===== src/nsq_params.svh =====
// Constants for the noise shaping requantizer controller
`ifndef NSQ_PARAMS_SVH
`define NSQ_PARAMS_SVH

// Register addresses
`define NSQ_ADDR_CTRL 7'h3c
`define NSQ_ADDR_TUNE 7'h3e
`define NSQ_ADDR_PWR 7'h40
`define NSQ_ADDR_DCS 7'h41
`define NSQ_ADDR_STAT 7'h42

// Field positions
`define NSQ_CTRL_EN0_BIT 0
`define NSQ_CTRL_EN1_BIT 1
`define NSQ_CTRL_BW_BIT 2
`define NSQ_PWR_PD_BIT 0
`define NSQ_PWR_SB_BIT 1
`define NSQ_DCS_EN_BIT 0

// Reset values
`define NSQ_CTRL_RST 8'h00
`define NSQ_TUNE_RST 8'h00
`define NSQ_PWR_RST 8'h00
`define NSQ_DCS_RST 8'h01

// Band placement, in steps of 0.5% of the sample rate
`define NSQ_TW_MAX 6'h38
`define NSQ_CTR_NARROW 7'h16
`define NSQ_UP_NARROW 7'h2c
`define NSQ_CTR_WIDE 7'h21
`define NSQ_UP_WIDE 7'h42
`define NSQ_HALF_STEPS 7'h64
`define NSQ_QUARTER_STEPS 7'h32
`define NSQ_COS_K 22'h00347
`define NSQ_COS_ONE 13'h0800

// Output gain of 0.6 dB loss in Q8
`define NSQ_GAIN_Q8 10'h0ef

// Serial frame
`define NSQ_FRAME_BITS 5'h10
`define NSQ_INSTR_LAST 5'h07
`define NSQ_FRAME_LAST 5'h0f

// Timing
`define NSQ_CLK_PERIOD_PS 10000
`define NSQ_RELOCK_NS 1500
`define NSQ_RELOCK_CYC ((`NSQ_RELOCK_NS * 1000 + `NSQ_CLK_PERIOD_PS - 1) / `NSQ_CLK_PERIOD_PS)

`endif


===== src/nsq_pkg.sv =====
// Types for the noise shaping requantizer controller
package nsq_pkg;

  typedef enum logic [1:0] {
    NSQ_PWR_ON,
    NSQ_PWR_STANDBY,
    NSQ_PWR_DOWN
  } nsq_pwr_e;

  typedef enum logic [1:0] {
    NSQ_DCS_OFF,
    NSQ_DCS_RELOCK,
    NSQ_DCS_LOCKED
  } nsq_dcs_e;

endpackage


===== src/nsq_requant_ctrl.sv =====
// Noise shaping requantizer with serial port, power and stabilizer control
`timescale 1ns/100ps
`include "nsq_params.svh"
module nsq_requant_ctrl import nsq_pkg::*; #(
  parameter int IN_W = 16,
  parameter int OUT_W = 11,
  parameter int FIFO_DEPTH = 8
) (
  input wire logic clk_sys_i,
  input wire logic sys_rst_i,
  input wire logic ce_i,
  input wire logic spi_csb_i,
  input wire logic spi_sclk_i,
  input wire logic spi_sdio_i,
  output logic spi_sdio_o,
  output logic spi_sdio_oe_n_o,
  input wire logic power_down_request_i,
  input wire logic [2:0] clk_div_ratio_i,
  input wire logic clk_freq_change_i,
  input wire logic clk_below_min_i,
  input wire logic smp_valid_i,
  output logic smp_ready_o,
  input wire logic [IN_W-1:0] smp_a_i,
  input wire logic [IN_W-1:0] smp_b_i,
  output logic out_valid_o,
  input wire logic out_ready_i,
  output logic [OUT_W-1:0] out_a_o,
  output logic [OUT_W-1:0] out_b_o,
  output logic ref_en_o,
  output logic ref_buf_en_o,
  output logic bias_en_o,
  output logic int_clk_en_o,
  output logic duty_cycle_stabilizer_retime_o,
  output logic duty_cycle_stabilizer_bypass_o,
  output logic [6:0] band_lower_o,
  output logic [6:0] band_center_o,
  output logic [6:0] band_upper_o
);
  localparam int SH = IN_W - OUT_W;
  localparam int VW = IN_W + 3;
  localparam int EW = SH + 2;
  localparam logic [11:0] RELOCK_LAST = 12'(`NSQ_RELOCK_CYC - 1);

  generate
    if (SH < 2 || OUT_W < 4) begin : g_bad_width
      $error("Input must be at least two bits wider than the output");
    end
  endgenerate

  //------------------------------------------------------------
  // Pin synchronisers
  //------------------------------------------------------------
  logic [3:0] pin_s1_r;
  logic [3:0] pin_s2_r;
  logic sclk_d_r;
  logic csb_s;
  logic sclk_s;
  logic sdi_s;
  logic pd_pin_s;

  always_ff @(posedge clk_sys_i) begin
    if (sys_rst_i) begin
      pin_s1_r <= 4'h1;
      pin_s2_r <= 4'h1;
      sclk_d_r <= 1'b0;
    end else if (ce_i) begin
      pin_s1_r <= {power_down_request_i, spi_sdio_i, spi_sclk_i, spi_csb_i};
      pin_s2_r <= pin_s1_r;
      sclk_d_r <= pin_s2_r[1];
    end
  end

  assign csb_s = pin_s2_r[0];
  assign sclk_s = pin_s2_r[1];
  assign sdi_s = pin_s2_r[2];
  assign pd_pin_s = pin_s2_r[3];

  //------------------------------------------------------------
  // Serial port and registers
  //------------------------------------------------------------
  logic [4:0] bit_cnt_r;
  logic [4:0] bit_cnt_nxt;
  logic [14:0] shift_r;
  logic [14:0] shift_nxt;
  logic [7:0] rd_sh_r;
  logic [7:0] rd_sh_nxt;
  logic oe_n_r;
  logic oe_n_nxt;
  logic [7:0] ctrl_r;
  logic [7:0] ctrl_nxt;
  logic [7:0] tune_r;
  logic [7:0] tune_nxt;
  logic [7:0] pwr_r;
  logic [7:0] pwr_nxt;
  logic [7:0] dcs_r;
  logic [7:0] dcs_nxt;
  logic [7:0] status;
  logic sclk_rise;

  function automatic logic [7:0] reg_read(input logic [6:0] addr, input logic [7:0] c, input logic [7:0] t,
                                          input logic [7:0] p, input logic [7:0] d, input logic [7:0] s);
    case (addr)
      `NSQ_ADDR_CTRL: reg_read = c;
      `NSQ_ADDR_TUNE: reg_read = t;
      `NSQ_ADDR_PWR: reg_read = p;
      `NSQ_ADDR_DCS: reg_read = d;
      `NSQ_ADDR_STAT: reg_read = s;
      default: reg_read = 8'h00;
    endcase
  endfunction

  always_comb begin
    sclk_rise = sclk_s && !sclk_d_r && !csb_s;
    bit_cnt_nxt = bit_cnt_r;
    shift_nxt = shift_r;
    rd_sh_nxt = rd_sh_r;
    oe_n_nxt = oe_n_r;
    ctrl_nxt = ctrl_r;
    tune_nxt = tune_r;
    pwr_nxt = pwr_r;
    dcs_nxt = dcs_r;
    if (csb_s) begin
      bit_cnt_nxt = 5'h00;
      oe_n_nxt = 1'b1;
    end else if (sclk_rise && bit_cnt_r != `NSQ_FRAME_BITS) begin
      bit_cnt_nxt = bit_cnt_r + 5'h01;
      shift_nxt = {shift_r[13:0], sdi_s};
      rd_sh_nxt = {rd_sh_r[6:0], 1'b0};
      if (bit_cnt_r == `NSQ_INSTR_LAST && shift_r[6]) begin
        rd_sh_nxt = reg_read({shift_r[5:0], sdi_s}, ctrl_r, tune_r, pwr_r, dcs_r, status);
        oe_n_nxt = 1'b0;
      end
      if (bit_cnt_r == `NSQ_FRAME_LAST && !shift_r[14]) begin
        case (shift_r[13:7])
          `NSQ_ADDR_CTRL: ctrl_nxt = {5'h00, shift_r[1:0], sdi_s};
          `NSQ_ADDR_TUNE: tune_nxt = {2'h0, shift_r[4:0], sdi_s};
          `NSQ_ADDR_PWR: pwr_nxt = {6'h00, shift_r[0], sdi_s};
          `NSQ_ADDR_DCS: dcs_nxt = {7'h00, sdi_s};
          default: ;
        endcase
      end
    end
  end

  always_ff @(posedge clk_sys_i) begin
    if (sys_rst_i) begin
      bit_cnt_r <= 5'h00;
      shift_r <= '0;
      rd_sh_r <= 8'h00;
      oe_n_r <= 1'b1;
      ctrl_r <= `NSQ_CTRL_RST;
      tune_r <= `NSQ_TUNE_RST;
      pwr_r <= `NSQ_PWR_RST;
      dcs_r <= `NSQ_DCS_RST;
    end else if (ce_i) begin
      bit_cnt_r <= bit_cnt_nxt;
      shift_r <= shift_nxt;
      rd_sh_r <= rd_sh_nxt;
      oe_n_r <= oe_n_nxt;
      ctrl_r <= ctrl_nxt;
      tune_r <= tune_nxt;
      pwr_r <= pwr_nxt;
      dcs_r <= dcs_nxt;
    end
  end

  assign spi_sdio_o = rd_sh_r[7];
  assign spi_sdio_oe_n_o = oe_n_r;

  //------------------------------------------------------------
  // Power state
  //------------------------------------------------------------
  nsq_pwr_e pwr_st_r;
  nsq_pwr_e pwr_st_nxt;

  always_comb begin
    if (pd_pin_s || pwr_r[`NSQ_PWR_PD_BIT]) begin
      pwr_st_nxt = NSQ_PWR_DOWN;
    end else if (pwr_r[`NSQ_PWR_SB_BIT]) begin
      pwr_st_nxt = NSQ_PWR_STANDBY;
    end else begin
      pwr_st_nxt = NSQ_PWR_ON;
    end
  end

  always_ff @(posedge clk_sys_i) begin
    if (sys_rst_i) begin
      pwr_st_r <= NSQ_PWR_ON;
    end else if (ce_i) begin
      pwr_st_r <= pwr_st_nxt;
    end
  end

  always_comb begin
    case (pwr_st_r)
      NSQ_PWR_ON: {ref_en_o, ref_buf_en_o, bias_en_o, int_clk_en_o} = 4'hf;
      NSQ_PWR_STANDBY: {ref_en_o, ref_buf_en_o, bias_en_o, int_clk_en_o} = 4'hc;
      NSQ_PWR_DOWN: {ref_en_o, ref_buf_en_o, bias_en_o, int_clk_en_o} = 4'h0;
      default: {ref_en_o, ref_buf_en_o, bias_en_o, int_clk_en_o} = 4'h0;
    endcase
  end

  //------------------------------------------------------------
  // Duty cycle stabilizer
  //------------------------------------------------------------
  nsq_dcs_e dcs_st_r;
  nsq_dcs_e dcs_st_nxt;
  logic [11:0] lock_cnt_r;
  logic [11:0] lock_cnt_nxt;
  logic dcs_want;

  always_comb begin
    dcs_want = (dcs_r[`NSQ_DCS_EN_BIT] || clk_div_ratio_i != 3'h0)
               && !clk_below_min_i && int_clk_en_o;
    dcs_st_nxt = dcs_st_r;
    lock_cnt_nxt = lock_cnt_r;
    case (dcs_st_r)
      NSQ_DCS_OFF: begin
        if (dcs_want) begin
          dcs_st_nxt = NSQ_DCS_RELOCK;
          lock_cnt_nxt = 12'h000;
        end
      end
      NSQ_DCS_RELOCK: begin
        if (!dcs_want) begin
          dcs_st_nxt = NSQ_DCS_OFF;
        end else if (clk_freq_change_i) begin
          lock_cnt_nxt = 12'h000;
        end else if (lock_cnt_r == RELOCK_LAST) begin
          dcs_st_nxt = NSQ_DCS_LOCKED;
        end else begin
          lock_cnt_nxt = lock_cnt_r + 12'h001;
        end
      end
      NSQ_DCS_LOCKED: begin
        if (!dcs_want) begin
          dcs_st_nxt = NSQ_DCS_OFF;
        end else if (clk_freq_change_i) begin
          dcs_st_nxt = NSQ_DCS_RELOCK;
          lock_cnt_nxt = 12'h000;
        end
      end
      default: dcs_st_nxt = NSQ_DCS_OFF;
    endcase
  end

  always_ff @(posedge clk_sys_i) begin
    if (sys_rst_i) begin
      dcs_st_r <= NSQ_DCS_OFF;
      lock_cnt_r <= 12'h000;
    end else if (ce_i) begin
      dcs_st_r <= dcs_st_nxt;
      lock_cnt_r <= lock_cnt_nxt;
    end
  end

  assign duty_cycle_stabilizer_retime_o = (dcs_st_r == NSQ_DCS_LOCKED);
  assign duty_cycle_stabilizer_bypass_o = (dcs_st_r != NSQ_DCS_LOCKED);
  assign status = {4'h0, dcs_st_r == NSQ_DCS_RELOCK, duty_cycle_stabilizer_retime_o,
                   pwr_st_r == NSQ_PWR_STANDBY, pwr_st_r == NSQ_PWR_DOWN};

  //------------------------------------------------------------
  // Band placement
  //------------------------------------------------------------
  logic [5:0] tw_eff;
  logic bw_wide;
  logic signed [12:0] notch_k;

  function automatic logic signed [12:0] cos2_coef(input logic [6:0] c);
    logic [6:0] q;
    logic [21:0] sq;
    logic [12:0] mag;
    q = (c > `NSQ_QUARTER_STEPS) ? `NSQ_HALF_STEPS - c : c;
    sq = 22'(22'(q) * 22'(q)) * `NSQ_COS_K;
    mag = `NSQ_COS_ONE - 13'(sq >> 10);
    cos2_coef = (c > `NSQ_QUARTER_STEPS) ? -$signed(mag) : $signed(mag);
  endfunction

  always_comb begin
    tw_eff = (tune_r[5:0] > `NSQ_TW_MAX) ? `NSQ_TW_MAX : tune_r[5:0];
    bw_wide = ctrl_r[`NSQ_CTRL_BW_BIT];
    band_lower_o = {1'b0, tw_eff};
    band_center_o = {1'b0, tw_eff} + (bw_wide ? `NSQ_CTR_WIDE : `NSQ_CTR_NARROW);
    band_upper_o = {1'b0, tw_eff} + (bw_wide ? `NSQ_UP_WIDE : `NSQ_UP_NARROW);
    notch_k = cos2_coef(band_center_o);
  end

  //------------------------------------------------------------
  // Requantizer datapath
  //------------------------------------------------------------
  logic fifo_in_ready;
  logic take;
  logic [2*OUT_W-1:0] fifo_in_data;
  logic [2*OUT_W-1:0] fifo_out_data;

  assign smp_ready_o = fifo_in_ready && int_clk_en_o;
  assign take = smp_valid_i && smp_ready_o;

  genvar ch;
  generate
    for (ch = 0; ch < 2; ch++) begin : g_chan
      logic signed [IN_W-1:0] x;
      logic signed [VW-1:0] s;
      logic signed [VW-1:0] v;
      logic signed [VW+13:0] fb;
      logic signed [VW-1:0] yq;
      logic signed [VW-1:0] e;
      logic signed [OUT_W-1:0] y;
      logic signed [EW-1:0] e1_r;
      logic signed [EW-1:0] e1_nxt;
      logic signed [EW-1:0] e2_r;
      logic signed [EW-1:0] e2_nxt;
      logic en;

      always_comb begin
        x = (ch == 0) ? smp_a_i : smp_b_i;
        en = ctrl_r[ch];
        s = VW'(($signed({{13{x[IN_W-1]}}, x}) * $signed({20'h00000, `NSQ_GAIN_Q8})) >>> 8);
        fb = $signed(notch_k) * $signed(e1_r);
        v = en ? s - VW'(fb >>> 10) + VW'(e2_r) : VW'(x);
        yq = (v + VW'(1 << (SH - 1))) >>> SH;
        if (yq > VW'((1 << (OUT_W - 1)) - 1)) begin
          yq = VW'((1 << (OUT_W - 1)) - 1);
        end else if (yq < -VW'(1 << (OUT_W - 1))) begin
          yq = -VW'(1 << (OUT_W - 1));
        end
        y = yq[OUT_W-1:0];
        e = (yq <<< SH) - v;
        if (e > VW'((1 << (EW - 1)) - 1)) begin
          e = VW'((1 << (EW - 1)) - 1);
        end else if (e < -VW'(1 << (EW - 1))) begin
          e = -VW'(1 << (EW - 1));
        end
        e1_nxt = e1_r;
        e2_nxt = e2_r;
        if (!en) begin
          e1_nxt = '0;
          e2_nxt = '0;
        end else if (take) begin
          e1_nxt = e[EW-1:0];
          e2_nxt = e1_r;
        end
      end

      always_ff @(posedge clk_sys_i) begin
        if (sys_rst_i) begin
          e1_r <= '0;
          e2_r <= '0;
        end else if (ce_i) begin
          e1_r <= e1_nxt;
          e2_r <= e2_nxt;
        end
      end

      assign fifo_in_data[ch*OUT_W +: OUT_W] = y;
    end
  endgenerate

  nsq_fifo #(
    .WIDTH(2 * OUT_W),
    .DEPTH(FIFO_DEPTH)
  ) u_fifo (
    .clk_sys_i(clk_sys_i),
    .sys_rst_i(sys_rst_i),
    .ce_i(ce_i),
    .in_valid_i(smp_valid_i && int_clk_en_o),
    .in_ready_o(fifo_in_ready),
    .in_data_i(fifo_in_data),
    .out_valid_o(out_valid_o),
    .out_ready_i(out_ready_i),
    .out_data_o(fifo_out_data)
  );

  assign out_a_o = fifo_out_data[OUT_W-1:0];
  assign out_b_o = fifo_out_data[2*OUT_W-1:OUT_W];
endmodule


===== src/nsq_fifo.sv =====
// Sample FIFO with valid/ready on both sides
`timescale 1ns/100ps
module nsq_fifo import nsq_pkg::*; #(
  parameter int WIDTH = 22,
  parameter int DEPTH = 8
) (
  input wire logic clk_sys_i,
  input wire logic sys_rst_i,
  input wire logic ce_i,
  input wire logic in_valid_i,
  output logic in_ready_o,
  input wire logic [WIDTH-1:0] in_data_i,
  output logic out_valid_o,
  input wire logic out_ready_i,
  output logic [WIDTH-1:0] out_data_o
);
  localparam int AW = $clog2(DEPTH);

  generate
    if (DEPTH < 2 || (DEPTH & (DEPTH - 1)) != 0) begin : g_bad_depth
      $error("FIFO depth must be a power of two of at least two");
    end
  endgenerate

  logic [WIDTH-1:0] mem_r [DEPTH];
  logic [AW:0] wr_ptr_r;
  logic [AW:0] wr_ptr_nxt;
  logic [AW:0] rd_ptr_r;
  logic [AW:0] rd_ptr_nxt;
  logic full;
  logic empty;
  logic push;
  logic pop;

  //------------------------------------------------------------
  // Pointers
  //------------------------------------------------------------
  always_comb begin
    full = (wr_ptr_r[AW] != rd_ptr_r[AW]) && (wr_ptr_r[AW-1:0] == rd_ptr_r[AW-1:0]);
    empty = (wr_ptr_r == rd_ptr_r);
    in_ready_o = !full;
    out_valid_o = !empty;
    push = in_valid_i && !full;
    pop = out_ready_i && !empty;
    wr_ptr_nxt = push ? wr_ptr_r + 1'b1 : wr_ptr_r;
    rd_ptr_nxt = pop ? rd_ptr_r + 1'b1 : rd_ptr_r;
  end

  always_ff @(posedge clk_sys_i) begin
    if (sys_rst_i) begin
      wr_ptr_r <= '0;
      rd_ptr_r <= '0;
    end else if (ce_i) begin
      wr_ptr_r <= wr_ptr_nxt;
      rd_ptr_r <= rd_ptr_nxt;
    end
  end

  always_ff @(posedge clk_sys_i) begin
    if (ce_i && push) begin
      mem_r[wr_ptr_r[AW-1:0]] <= in_data_i;
    end
  end

  assign out_data_o = mem_r[rd_ptr_r[AW-1:0]];
endmodule


===== config.mk =====
export PLATFORM = sky130hd
export DESIGN_NAME = nsq_requant_ctrl
export DESIGN_NICKNAME = d
export VERILOG_FILES = /design/src/nsq_pkg.sv /design/src/nsq_requant_ctrl.sv /design/src/nsq_fifo.sv
export VERILOG_INCLUDE_DIRS = /design/src
export SDC_FILE = /design/constraint.sdc
export NUM_CORES = 1
export LEC_CHECK = 0
export ABC_AREA = 1
export BUFFER_PORTS_ARGS = -buffer_cell sky130_fd_sc_hd__clkbuf_2
export CORE_AREA = 2 2 237 239
export CTS_BUF_LIST = sky130_fd_sc_hd__clkbuf_16
export CTS_CLUSTER_DIAMETER = 60
export DETAILED_ROUTE_END_ITERATION = 10
export DIE_AREA = 0 0 239 241
export HOLD_SLACK_MARGIN = 0.15
export MAX_ROUTING_LAYER = met4
export PLACE_DENSITY = 0.92
export SETUP_SLACK_MARGIN = 0.5
export SYNTH_ARGS = -nofsm -noshare
export SYNTH_HDL_FRONTEND = slang
export SYNTH_SLANG_ARGS = --single-unit

===== constraint.sdc =====
create_clock -name clk_sys_i -period 22.3 [get_ports clk_sys_i]
set_input_delay 2.23 -clock clk_sys_i [delete_from_list [all_inputs] [get_ports clk_sys_i]]
set_output_delay 2.23 -clock clk_sys_i [all_outputs]
set_load 0.02 [all_outputs]

======== Yosys cells after proc, flatten, opt, wreduce, memory -nomap -nowiden ========
Memories as Yosys holds them, arrays and structs flattened. A register that Yosys moved wholly into a read port is not among the register bits.
Cells that the tools add are included.
word-level totals
  bits in registers ....................... 102
  RAM bits ................................ 176
  input bits .............................. 46
  output and inout port bits .............. 53
  logic and storage cells ................. 180
  memories kept ........................... 1
cells by class
  add/sub/neg operators ................... 17
  $mul .................................... 6
  magnitude comparators ................... 10
  equality and inequality tests ........... 31
  muxes and demuxes ....................... 52
  bitwise gates (word level) .............. 1
  reduce and logical (&&, ||, !) cells .... 42
memories
  name          depth  width  rd ports  clocked after memory_dff  wr ports  RTL line        text
  u_fifo.mem_r  8      22     1         1                         1         nsq_fifo.sv:25  logic [WIDTH-1:0] mem_r [DEPTH];
operator list
  cell                                                                            number
  7-bit two-way mux                                                               14
  12-bit two-way mux                                                              6
  14-bit two-way mux                                                              4
  16-bit by 9-bit multiplier with 25-bit output, second input constant            2
  13-bit by 7-bit multiplier with 20-bit output                                   2
  18-bit by 7-bit adder with 19-bit output                                        2
  19-bit by 6-bit adder with 19-bit output, second input constant                 2
  19-bit by 7-bit > comparator with 1-bit output, second input constant           2
  19-bit by 7-bit less-than comparator with 1-bit output, second input constant   2
  19-bit two-way mux                                                              2
  19-bit subtractor                                                               2
  12-bit one-hot mux with 3 select lines                                          1
  17-bit by 10-bit subtractor with 18-bit output                                  2
  7-bit == test, second input constant                                            5
  6-bit one-hot mux with 5 select lines                                           1
  7-bit by 6-bit == test with 1-bit output, second input constant                 4
  14-bit by 11-bit > comparator with 1-bit output, second input constant          2
  14-bit by 11-bit less-than comparator with 1-bit output, second input constant  2
  5-bit AND reduction                                                             5
  14-bit by 10-bit multiplier with 22-bit output, second input constant           1
  1-bit logical AND                                                               14
  7-bit by 7-bit multiplier with 14-bit output                                    1
  2-bit two-way mux                                                               7
  13-bit two-way mux                                                              1
  39 further kinds                                                                73

======== Longest topological paths before layout ========
  depth in word-level cells ............... 24
  depth in mapped cells ................... 127
  gate-level depth less buffers ........... 127

======== By module ========
From an unflattened synthesis, not the netlist that was laid out.
second synthesis, totals
  cell total of the unflattened synthesis .. 4784
  area total of the unflattened synthesis .. 36238.5 µm²
modules (own cells, without submodules)
  module            instances  cells each  area an instance (µm²)  seq. area each (µm²)
  nsq_requant_ctrl  1          4153        28700.0                 1881.8
  nsq_fifo          1          631         7538.5                  5505.3

======== Worst setup path before layout ========
No wires, ideal clock.
  path kind ............................... flip-flop to flip-flop
  from .................................... register tune_r[3]
  to ...................................... register g_chan[1].e1_r[2]
  library setup time ...................... 0.110 ns
  arrival ................................. 19.592 ns
  required time ........................... 22.190 ns
  path slack .............................. 2.599 ns
  cell stages (with the launch flop) ...... 104
  path buffers ............................ 4
  period minus slack after synthesis ...... 19.701 ns
  cells stage by stage .................... dfxtp_1 -> nand3_1 -> nand2_1 -> inv_1 -> ha_1 -> inv_1 -> fa_1 -> or2_4 -> a21oi_4 -> xor2_4 -> nand3_2 -> nand2_4 -> buf_2 -> nand2_1 -> xor2_1 -> nor2_1 -> ha_1 -> xnor2_1 -> [... 68 more ...] -> clkbuf_1 -> o21ai_0 -> ha_1 -> clkbuf_1 -> nand2_1 -> o21ai_0 -> a21oi_1 -> nand2_1 -> nand3_1 -> nand2_1 -> xor2_1 -> or2_2 -> nor2_1 -> nand4_1 -> nand3_2 -> nand3_1 -> nand2_1 -> inv_1
on the way
  cells in the longest elaborated chain, start to end .. 24
  elaborated cells between the ends (all ways) .. 27
  those cells by class .................... add/sub (8); mul (3); order compare (6); mux (10)
RTL lines
  item                                                                                                RTL line                 text
  start, declared                                                                                     nsq_requant_ctrl.sv:91   logic [7:0] tune_r;
  start signal, assigned                                                                              nsq_requant_ctrl.sv:152  tune_r <= `NSQ_TUNE_RST;
  start signal, assigned                                                                              nsq_requant_ctrl.sv:161  tune_r <= tune_nxt;
  6-bit > comparator (no source line) *                                                               -
  6-bit two-way mux *                                                                                 nsq_requant_ctrl.sv:280  tw_eff = (tune_r[5:0] > `NSQ_TW_MAX) ? `NSQ_TW_MAX : tune_r[5:0];
  net band_lower_o[0]                                                                                 nsq_requant_ctrl.sv:35   output logic [6:0] band_lower_o,
  6-bit by 6-bit adder with 7-bit output *                                                            nsq_requant_ctrl.sv:283  band_center_o = {1'b0, tw_eff} + (bw_wide ? `NSQ_CTR_WIDE : `NSQ_CTR_NARROW);
  net band_center_o[4]                                                                                nsq_requant_ctrl.sv:36   output logic [6:0] band_center_o,
  7-bit subtractor (no source line) or 7-bit by 6-bit > comparator with 1-bit output (tied branches)  -
  7-bit two-way mux                                                                                   nsq_requant_ctrl.sv:273  q = (c > `NSQ_QUARTER_STEPS) ? `NSQ_HALF_STEPS - c : c;
  7-bit by 7-bit multiplier with 14-bit output                                                        nsq_requant_ctrl.sv:274  sq = 22'(22'(q) * 22'(q)) * `NSQ_COS_K;
  [... 11 more ...]                                                                                   -
  14-bit two-way mux *                                                                                nsq_requant_ctrl.sv:322  if (yq > VW'((1 << (OUT_W - 1)) - 1)) begin
  net g_chan[1].yq[2]                                                                                 nsq_requant_ctrl.sv:306  logic signed [VW-1:0] yq;
  19-bit subtractor *                                                                                 nsq_requant_ctrl.sv:328  e = (yq <<< SH) - v;
  19-bit by 7-bit less-than comparator with 1-bit output                                              nsq_requant_ctrl.sv:331  end else if (e < -VW'(1 << (EW - 1))) begin
  7-bit two-way mux                                                                                   nsq_requant_ctrl.sv:331
  7-bit two-way mux *                                                                                 nsq_requant_ctrl.sv:329  if (e > VW'((1 << (EW - 1)) - 1)) begin
  7-bit two-way mux *                                                                                 nsq_requant_ctrl.sv:339  end else if (take) begin
  7-bit two-way mux *                                                                                 nsq_requant_ctrl.sv:336  if (!en) begin
  end signal, assigned                                                                                nsq_requant_ctrl.sv:350  e1_r <= e1_nxt;
  end, declared                                                                                       nsq_requant_ctrl.sv:309  logic signed [EW-1:0] e1_r;
The timed path passes the listed nets; every way through them passes the cells marked *. The select of a mux whose other input is x is not followed.
A chain may end at the register's enable or synchronous reset.

======== Worst setup path in the final report ========
  from .................................... register tune_r[5]
  to ...................................... register g_chan[0].e1_r[3]
on the way
  cells in the longest elaborated chain, start to end .. 24
  elaborated cells between the ends (all ways) .. 27
  those cells by class .................... add/sub (8); mul (3); order compare (6); mux (10)
RTL lines
  item                                                                                                RTL line
  6-bit > comparator (no source line)                                                                 -
  6-bit two-way mux *                                                                                 nsq_requant_ctrl.sv:280
  6-bit by 6-bit adder with 7-bit output *                                                            nsq_requant_ctrl.sv:283
  7-bit subtractor (no source line) or 7-bit by 6-bit > comparator with 1-bit output (tied branches)  -
  7-bit two-way mux                                                                                   nsq_requant_ctrl.sv:273
  7-bit by 7-bit multiplier with 14-bit output                                                        nsq_requant_ctrl.sv:274
  14-bit by 10-bit multiplier with 22-bit output (no source line)                                     -
  12-bit by 12-bit subtractor with 13-bit output (no source line)                                     -
  [... 9 more ...]                                                                                    -
  14-bit two-way mux *                                                                                nsq_requant_ctrl.sv:322
  net g_chan[0].yq[8]                                                                                 nsq_requant_ctrl.sv:306
  19-bit subtractor *                                                                                 nsq_requant_ctrl.sv:328
  19-bit by 7-bit less-than comparator with 1-bit output                                              nsq_requant_ctrl.sv:331
  7-bit two-way mux                                                                                   nsq_requant_ctrl.sv:331
  7-bit two-way mux *                                                                                 nsq_requant_ctrl.sv:329
  7-bit two-way mux *                                                                                 nsq_requant_ctrl.sv:339
  7-bit two-way mux *                                                                                 nsq_requant_ctrl.sv:336
  end signal, assigned                                                                                nsq_requant_ctrl.sv:350
  end, declared                                                                                       nsq_requant_ctrl.sv:309
Marks and branches as above.

==> run metrics <==
reg2reg setup slack=1.60 ns; Setup Viol. Count Final=0; overall routed net length=88.3 mm; residual antenna-violating net count after detailed routing=0; maximum number of pins on one net before global-route repair=90; Worst Path Class, Setup=flip-flop to flip-flop; GRT Resource Usage Total=31.4%; gpl congestion=1.05; violated checks=design-rule violations; clock-pin transition on the worst setup and hold timing paths=0.07 ns; aggregate global routing overflow=0; post-DR vias/cell=5.77; data required time at the worst endpoint=22.73 ns; initial core utilization=64.3%; die area=57600 sq um; post-detailed-route wirelength per cell=16.4 um; FF+latch count, synth=281; Buffers on Ports=97; count of final max-slew check failures=0; worst-case headroom to the max-slew limit=19.8%; I/O pin cnt=99; diode insertion count for antenna repair=0; first-iteration detailed-routing DRC count=2806; Placed Cells=5314; synthesized area=35300 sq um; Leak=19.3 nW; number of distinct library cells after synthesis=60; first-pass detailed-route iteration total=10; worst-skew pair later-pin latency=0.56 ns; ys async rst share=0%; TritonCTS clock tree=built; worst min path class=flip-flop to flip-flop; placement row count=86; Critical Path Start Type=flip-flop; Core Region=54900 sq um; fin crit share=92.8%; total number of nets in the final design=5430; via count of the routed design=31.0k; die span in y=241 um; cell repeated most along the worst path=sky130_fd_sc_hd__nand2_1; final-layout setup total negative slack=0 ns; clock period minus worst slack=20.70 ns; primary flip-flop cell chosen by synthesis mapping=sky130_fd_sc_hd__edfxtp_1; Tot Pwr=0.00549 W; setup repair after global routing missed its margin=no; critical path peak fanout=13; syn avg cell area=7.71 sq um; number of CTS-inserted buffers=27; count of unresolved DRC violations after routing=1; number of sinks on the clock net=281; max-cap check violation count=0; count of H-tree levels built during CTS=1; final HPWL from detailed placement=68.0 mm; layout cell share with drive strength beyond 1=7.33%; Crit path largest cell delay=0.68 ns; number of non-filler instances in the completed layout=5372; Net Count, Synth=5364; root cell of the clock tree=sky130_fd_sc_hd__clkbuf_16; maximum ir drop on the vdd rail=0.000251 V; status=finished, violations left; data arrival at the endpoint of the critical path=21.13 ns; initial antenna violation count=0; x dimension of the die=239 um; Hold-fix buffers, CTS=0; nature of the critical path endpoint=flip-flop; Bufs on Longest Clock Path=3; areal power density over the cells=145 nW/um^2; number of enable-type register cells in the synthesized netlist=176; yosys warns=0; worst slack on hold paths=0.460 ns; Layout area overhead=7.07%; post-synthesis sequential area ratio=20.9%; first-pass GRT wire length=145 mm; Syn Inst Count=4581; CP max stage cell=sky130_fd_sc_hd__o21ai_1; final worst clock skew=0.0166 ns; Tightest Pin Transition=1.20 ns; highest clock rate=48.3 MHz; vias in the first global route=30.6k; hold violation total from the final report=0
## state kept, by name (all words and copies together) (netlist names), 2 cells and up, named ones only
name and flops:
u_fifo.mem_r 176, shift_r 15, g_chan.e1_r 14, g_chan.e2_r 14, lock_cnt_r 12, rd_sh_r 8
tune_r 6, bit_cnt_r 5, pin_s1_r 4, pin_s2_r 4, u_fifo.rd_ptr_r 4, u_fifo.wr_ptr_r 4
ctrl_r 3, dcs_st_r 2, pwr_r 2, pwr_st_r 2
## through the flow
stage / instance area (sq um) / worst slack [ns] / utilization, %
floorplan: 35300 / 2.60 / -
global placement: 36500 / 1.55 / 66.5
detailed placement: 36500 / 0.776 / 66.5
CTS: 37400 / 0.689 / 68.2
global route: 37800 / 0.268 / 68.9
finish: 37800 / 1.60 / 68.9
## final timing paths
| check | start | endpoint | depth (start not counted) |
|---|---|---|---|
| max reg2reg | tune_r[5] | g_chan[0].e1_r[3] | 105 |
| min reg2reg | rd_sh_r[6] | rd_sh_r[7] | 2 |
| min | rd_sh_r[6] | rd_sh_r[7] | 2 |
| max | tune_r[5] | g_chan[0].e1_r[3] | 105 |
## layout make-up
type / instances / area, sq um
Timing Repair Buffer: 132 / 752
Inverter: 949 / 3570
Sequential cell: 281 / 7390
Tap cell: 704 / 881
Multi-Input combinational cell: 3256 / 24300
Clock buffer: 27 / 676
Fill cell: 4100 / 17100
Clock inverter: 23 / 226
## timing repair
| item | 4_1_cts | 5_1_grt |
|---|---|---|
| gates resized for setup | 0 | 90 |
| setup endpoints to repair | 0 | 14 |
| buffers inserted | 0 | 7 |
## cells by family (layout without fill, tap and decap cells)
logic type / after synthesis / after routing / synth area share, %
xor gates and xnor gates: 157 / 157 / 4.15
adders and majority gates: 737 / 737 / 33.2
AOI/OAI and AO/OA: 614 / 614 / 9.62
and+or+nand+nor: 1745 / 1746 / 20.9
buffers and inverters: 1045 / 1131 / 11.2
DFF: 281 / 281 / 20.9
other: 2 / 2 / 0.0213
## synthesized netlist by cell type, types with 6 or more instances
cell type                    n  share of area [%]
sky130_fd_sc_hd__nand4_1    56               0.99
sky130_fd_sc_hd__xor2_1    105                2.6
sky130_fd_sc_hd__nand2_2    27               0.48
sky130_fd_sc_hd__nor4_1     17               0.30
sky130_fd_sc_hd__dfxtp_1   105                6.0
sky130_fd_sc_hd__a21o_1     13               0.28
sky130_fd_sc_hd__ha_1      406                 14
sky130_fd_sc_hd__buf_1      12               0.13
sky130_fd_sc_hd__fa_1      331                 19
sky130_fd_sc_hd__o21bai_1   17               0.36
sky130_fd_sc_hd__xnor2_1    43                1.1
sky130_fd_sc_hd__edfxtp_1  176                 15
sky130_fd_sc_hd__o22ai_1    23               0.41
sky130_fd_sc_hd__nand2_1   824                8.8
sky130_fd_sc_hd__nor3_1     52               0.74
sky130_fd_sc_hd__a21oi_1   253                3.6
sky130_fd_sc_hd__a211oi_1   10               0.21
sky130_fd_sc_hd__nand3_1   221                3.1
sky130_fd_sc_hd__clkbuf_1   73               0.78
sky130_fd_sc_hd__o21a_1      6               0.13
sky130_fd_sc_hd__a31oi_1    27               0.48
sky130_fd_sc_hd__or2_2      13               0.23
sky130_fd_sc_hd__inv_2      13               0.14
sky130_fd_sc_hd__buf_2       6              0.085
sky130_fd_sc_hd__nor2_1    489                5.2
sky130_fd_sc_hd__nand3_2    10               0.28
sky130_fd_sc_hd__inv_1     929                9.9
sky130_fd_sc_hd__o21ai_0   224                3.2
sky130_fd_sc_hd__nand3b_1   16               0.34
sky130_fd_sc_hd__a31o_2      6               0.15
sky130_fd_sc_hd__clkinv_1    7              0.074
## worst max-delay path, delay by kind of cell (launching register included)
kind                     cells  cell delay (ns)
AO/OA/AOI/OAI               11             2.45
XOR/XNOR                     4             0.78
flip-flops                   1             0.37
adder cells (fa/ha/maj)     24             9.66
buffers and inverters       14             1.09
AND/OR/NAND/NOR             52             6.21
## per-layer routing
metal	GRT usage, %	part of all wire (%)	routed length (um)	vias up
met1	38.1	39	34700	14645
met3	3.79	7.3	6480	286
li1	-	-	-	14693
met2	53.4	49	43300	1365
met4	12.6	4.3	3830	0
met5	-	0	0	-
## report_power, final
| part | leakage (nW) | total (W) | switching, W | internal (W) |
|---|---|---|---|---|
| registers | 2.43 | 0.000567 | 0.00000382 | 0.000563 |
| logic | 16.4 | 0.00446 | 0.00288 | 0.00158 |
| clock network | 0.439 | 0.000465 | 0.000205 | 0.000260 |
## cells in the final DEF, fill, tap and decap left out, types with 6 or more instances in the layout
master                      count
sky130_fd_sc_hd__clkbuf_2      97
sky130_fd_sc_hd__xor2_1       102
sky130_fd_sc_hd__nand2_1      817
sky130_fd_sc_hd__or2_2         13
sky130_fd_sc_hd__nor4_1        17
sky130_fd_sc_hd__ha_1         399
sky130_fd_sc_hd__fa_1         329
sky130_fd_sc_hd__o21ai_2       13
sky130_fd_sc_hd__inv_1        924
sky130_fd_sc_hd__clkinv_1      16
sky130_fd_sc_hd__nor2_1       474
sky130_fd_sc_hd__nand3_2       10
sky130_fd_sc_hd__buf_4         34
sky130_fd_sc_hd__o21ai_1        7
sky130_fd_sc_hd__nand3_1      219
sky130_fd_sc_hd__o22ai_1       23
sky130_fd_sc_hd__xnor2_1       41
sky130_fd_sc_hd__nand2_2       31
sky130_fd_sc_hd__dfxtp_1      104
sky130_fd_sc_hd__a31oi_1       27
sky130_fd_sc_hd__ha_2           6
sky130_fd_sc_hd__nand3b_1      16
sky130_fd_sc_hd__nor2_2        16
sky130_fd_sc_hd__clkbuf_16     27
sky130_fd_sc_hd__o21ai_0      210
sky130_fd_sc_hd__nand2_4        8
sky130_fd_sc_hd__o21bai_1      17
sky130_fd_sc_hd__inv_2         18
sky130_fd_sc_hd__a211oi_1       9
sky130_fd_sc_hd__a21o_1        13
sky130_fd_sc_hd__edfxtp_1     176
sky130_fd_sc_hd__nor3_1        45
sky130_fd_sc_hd__nor3_2         7
sky130_fd_sc_hd__nand4_1       56
sky130_fd_sc_hd__a21oi_1      247
sky130_fd_sc_hd__a31o_2         6
sky130_fd_sc_hd__o21a_1         6
sky130_fd_sc_hd__a21oi_2        6
No activity file was read; power rests on OpenSTA's default activity.
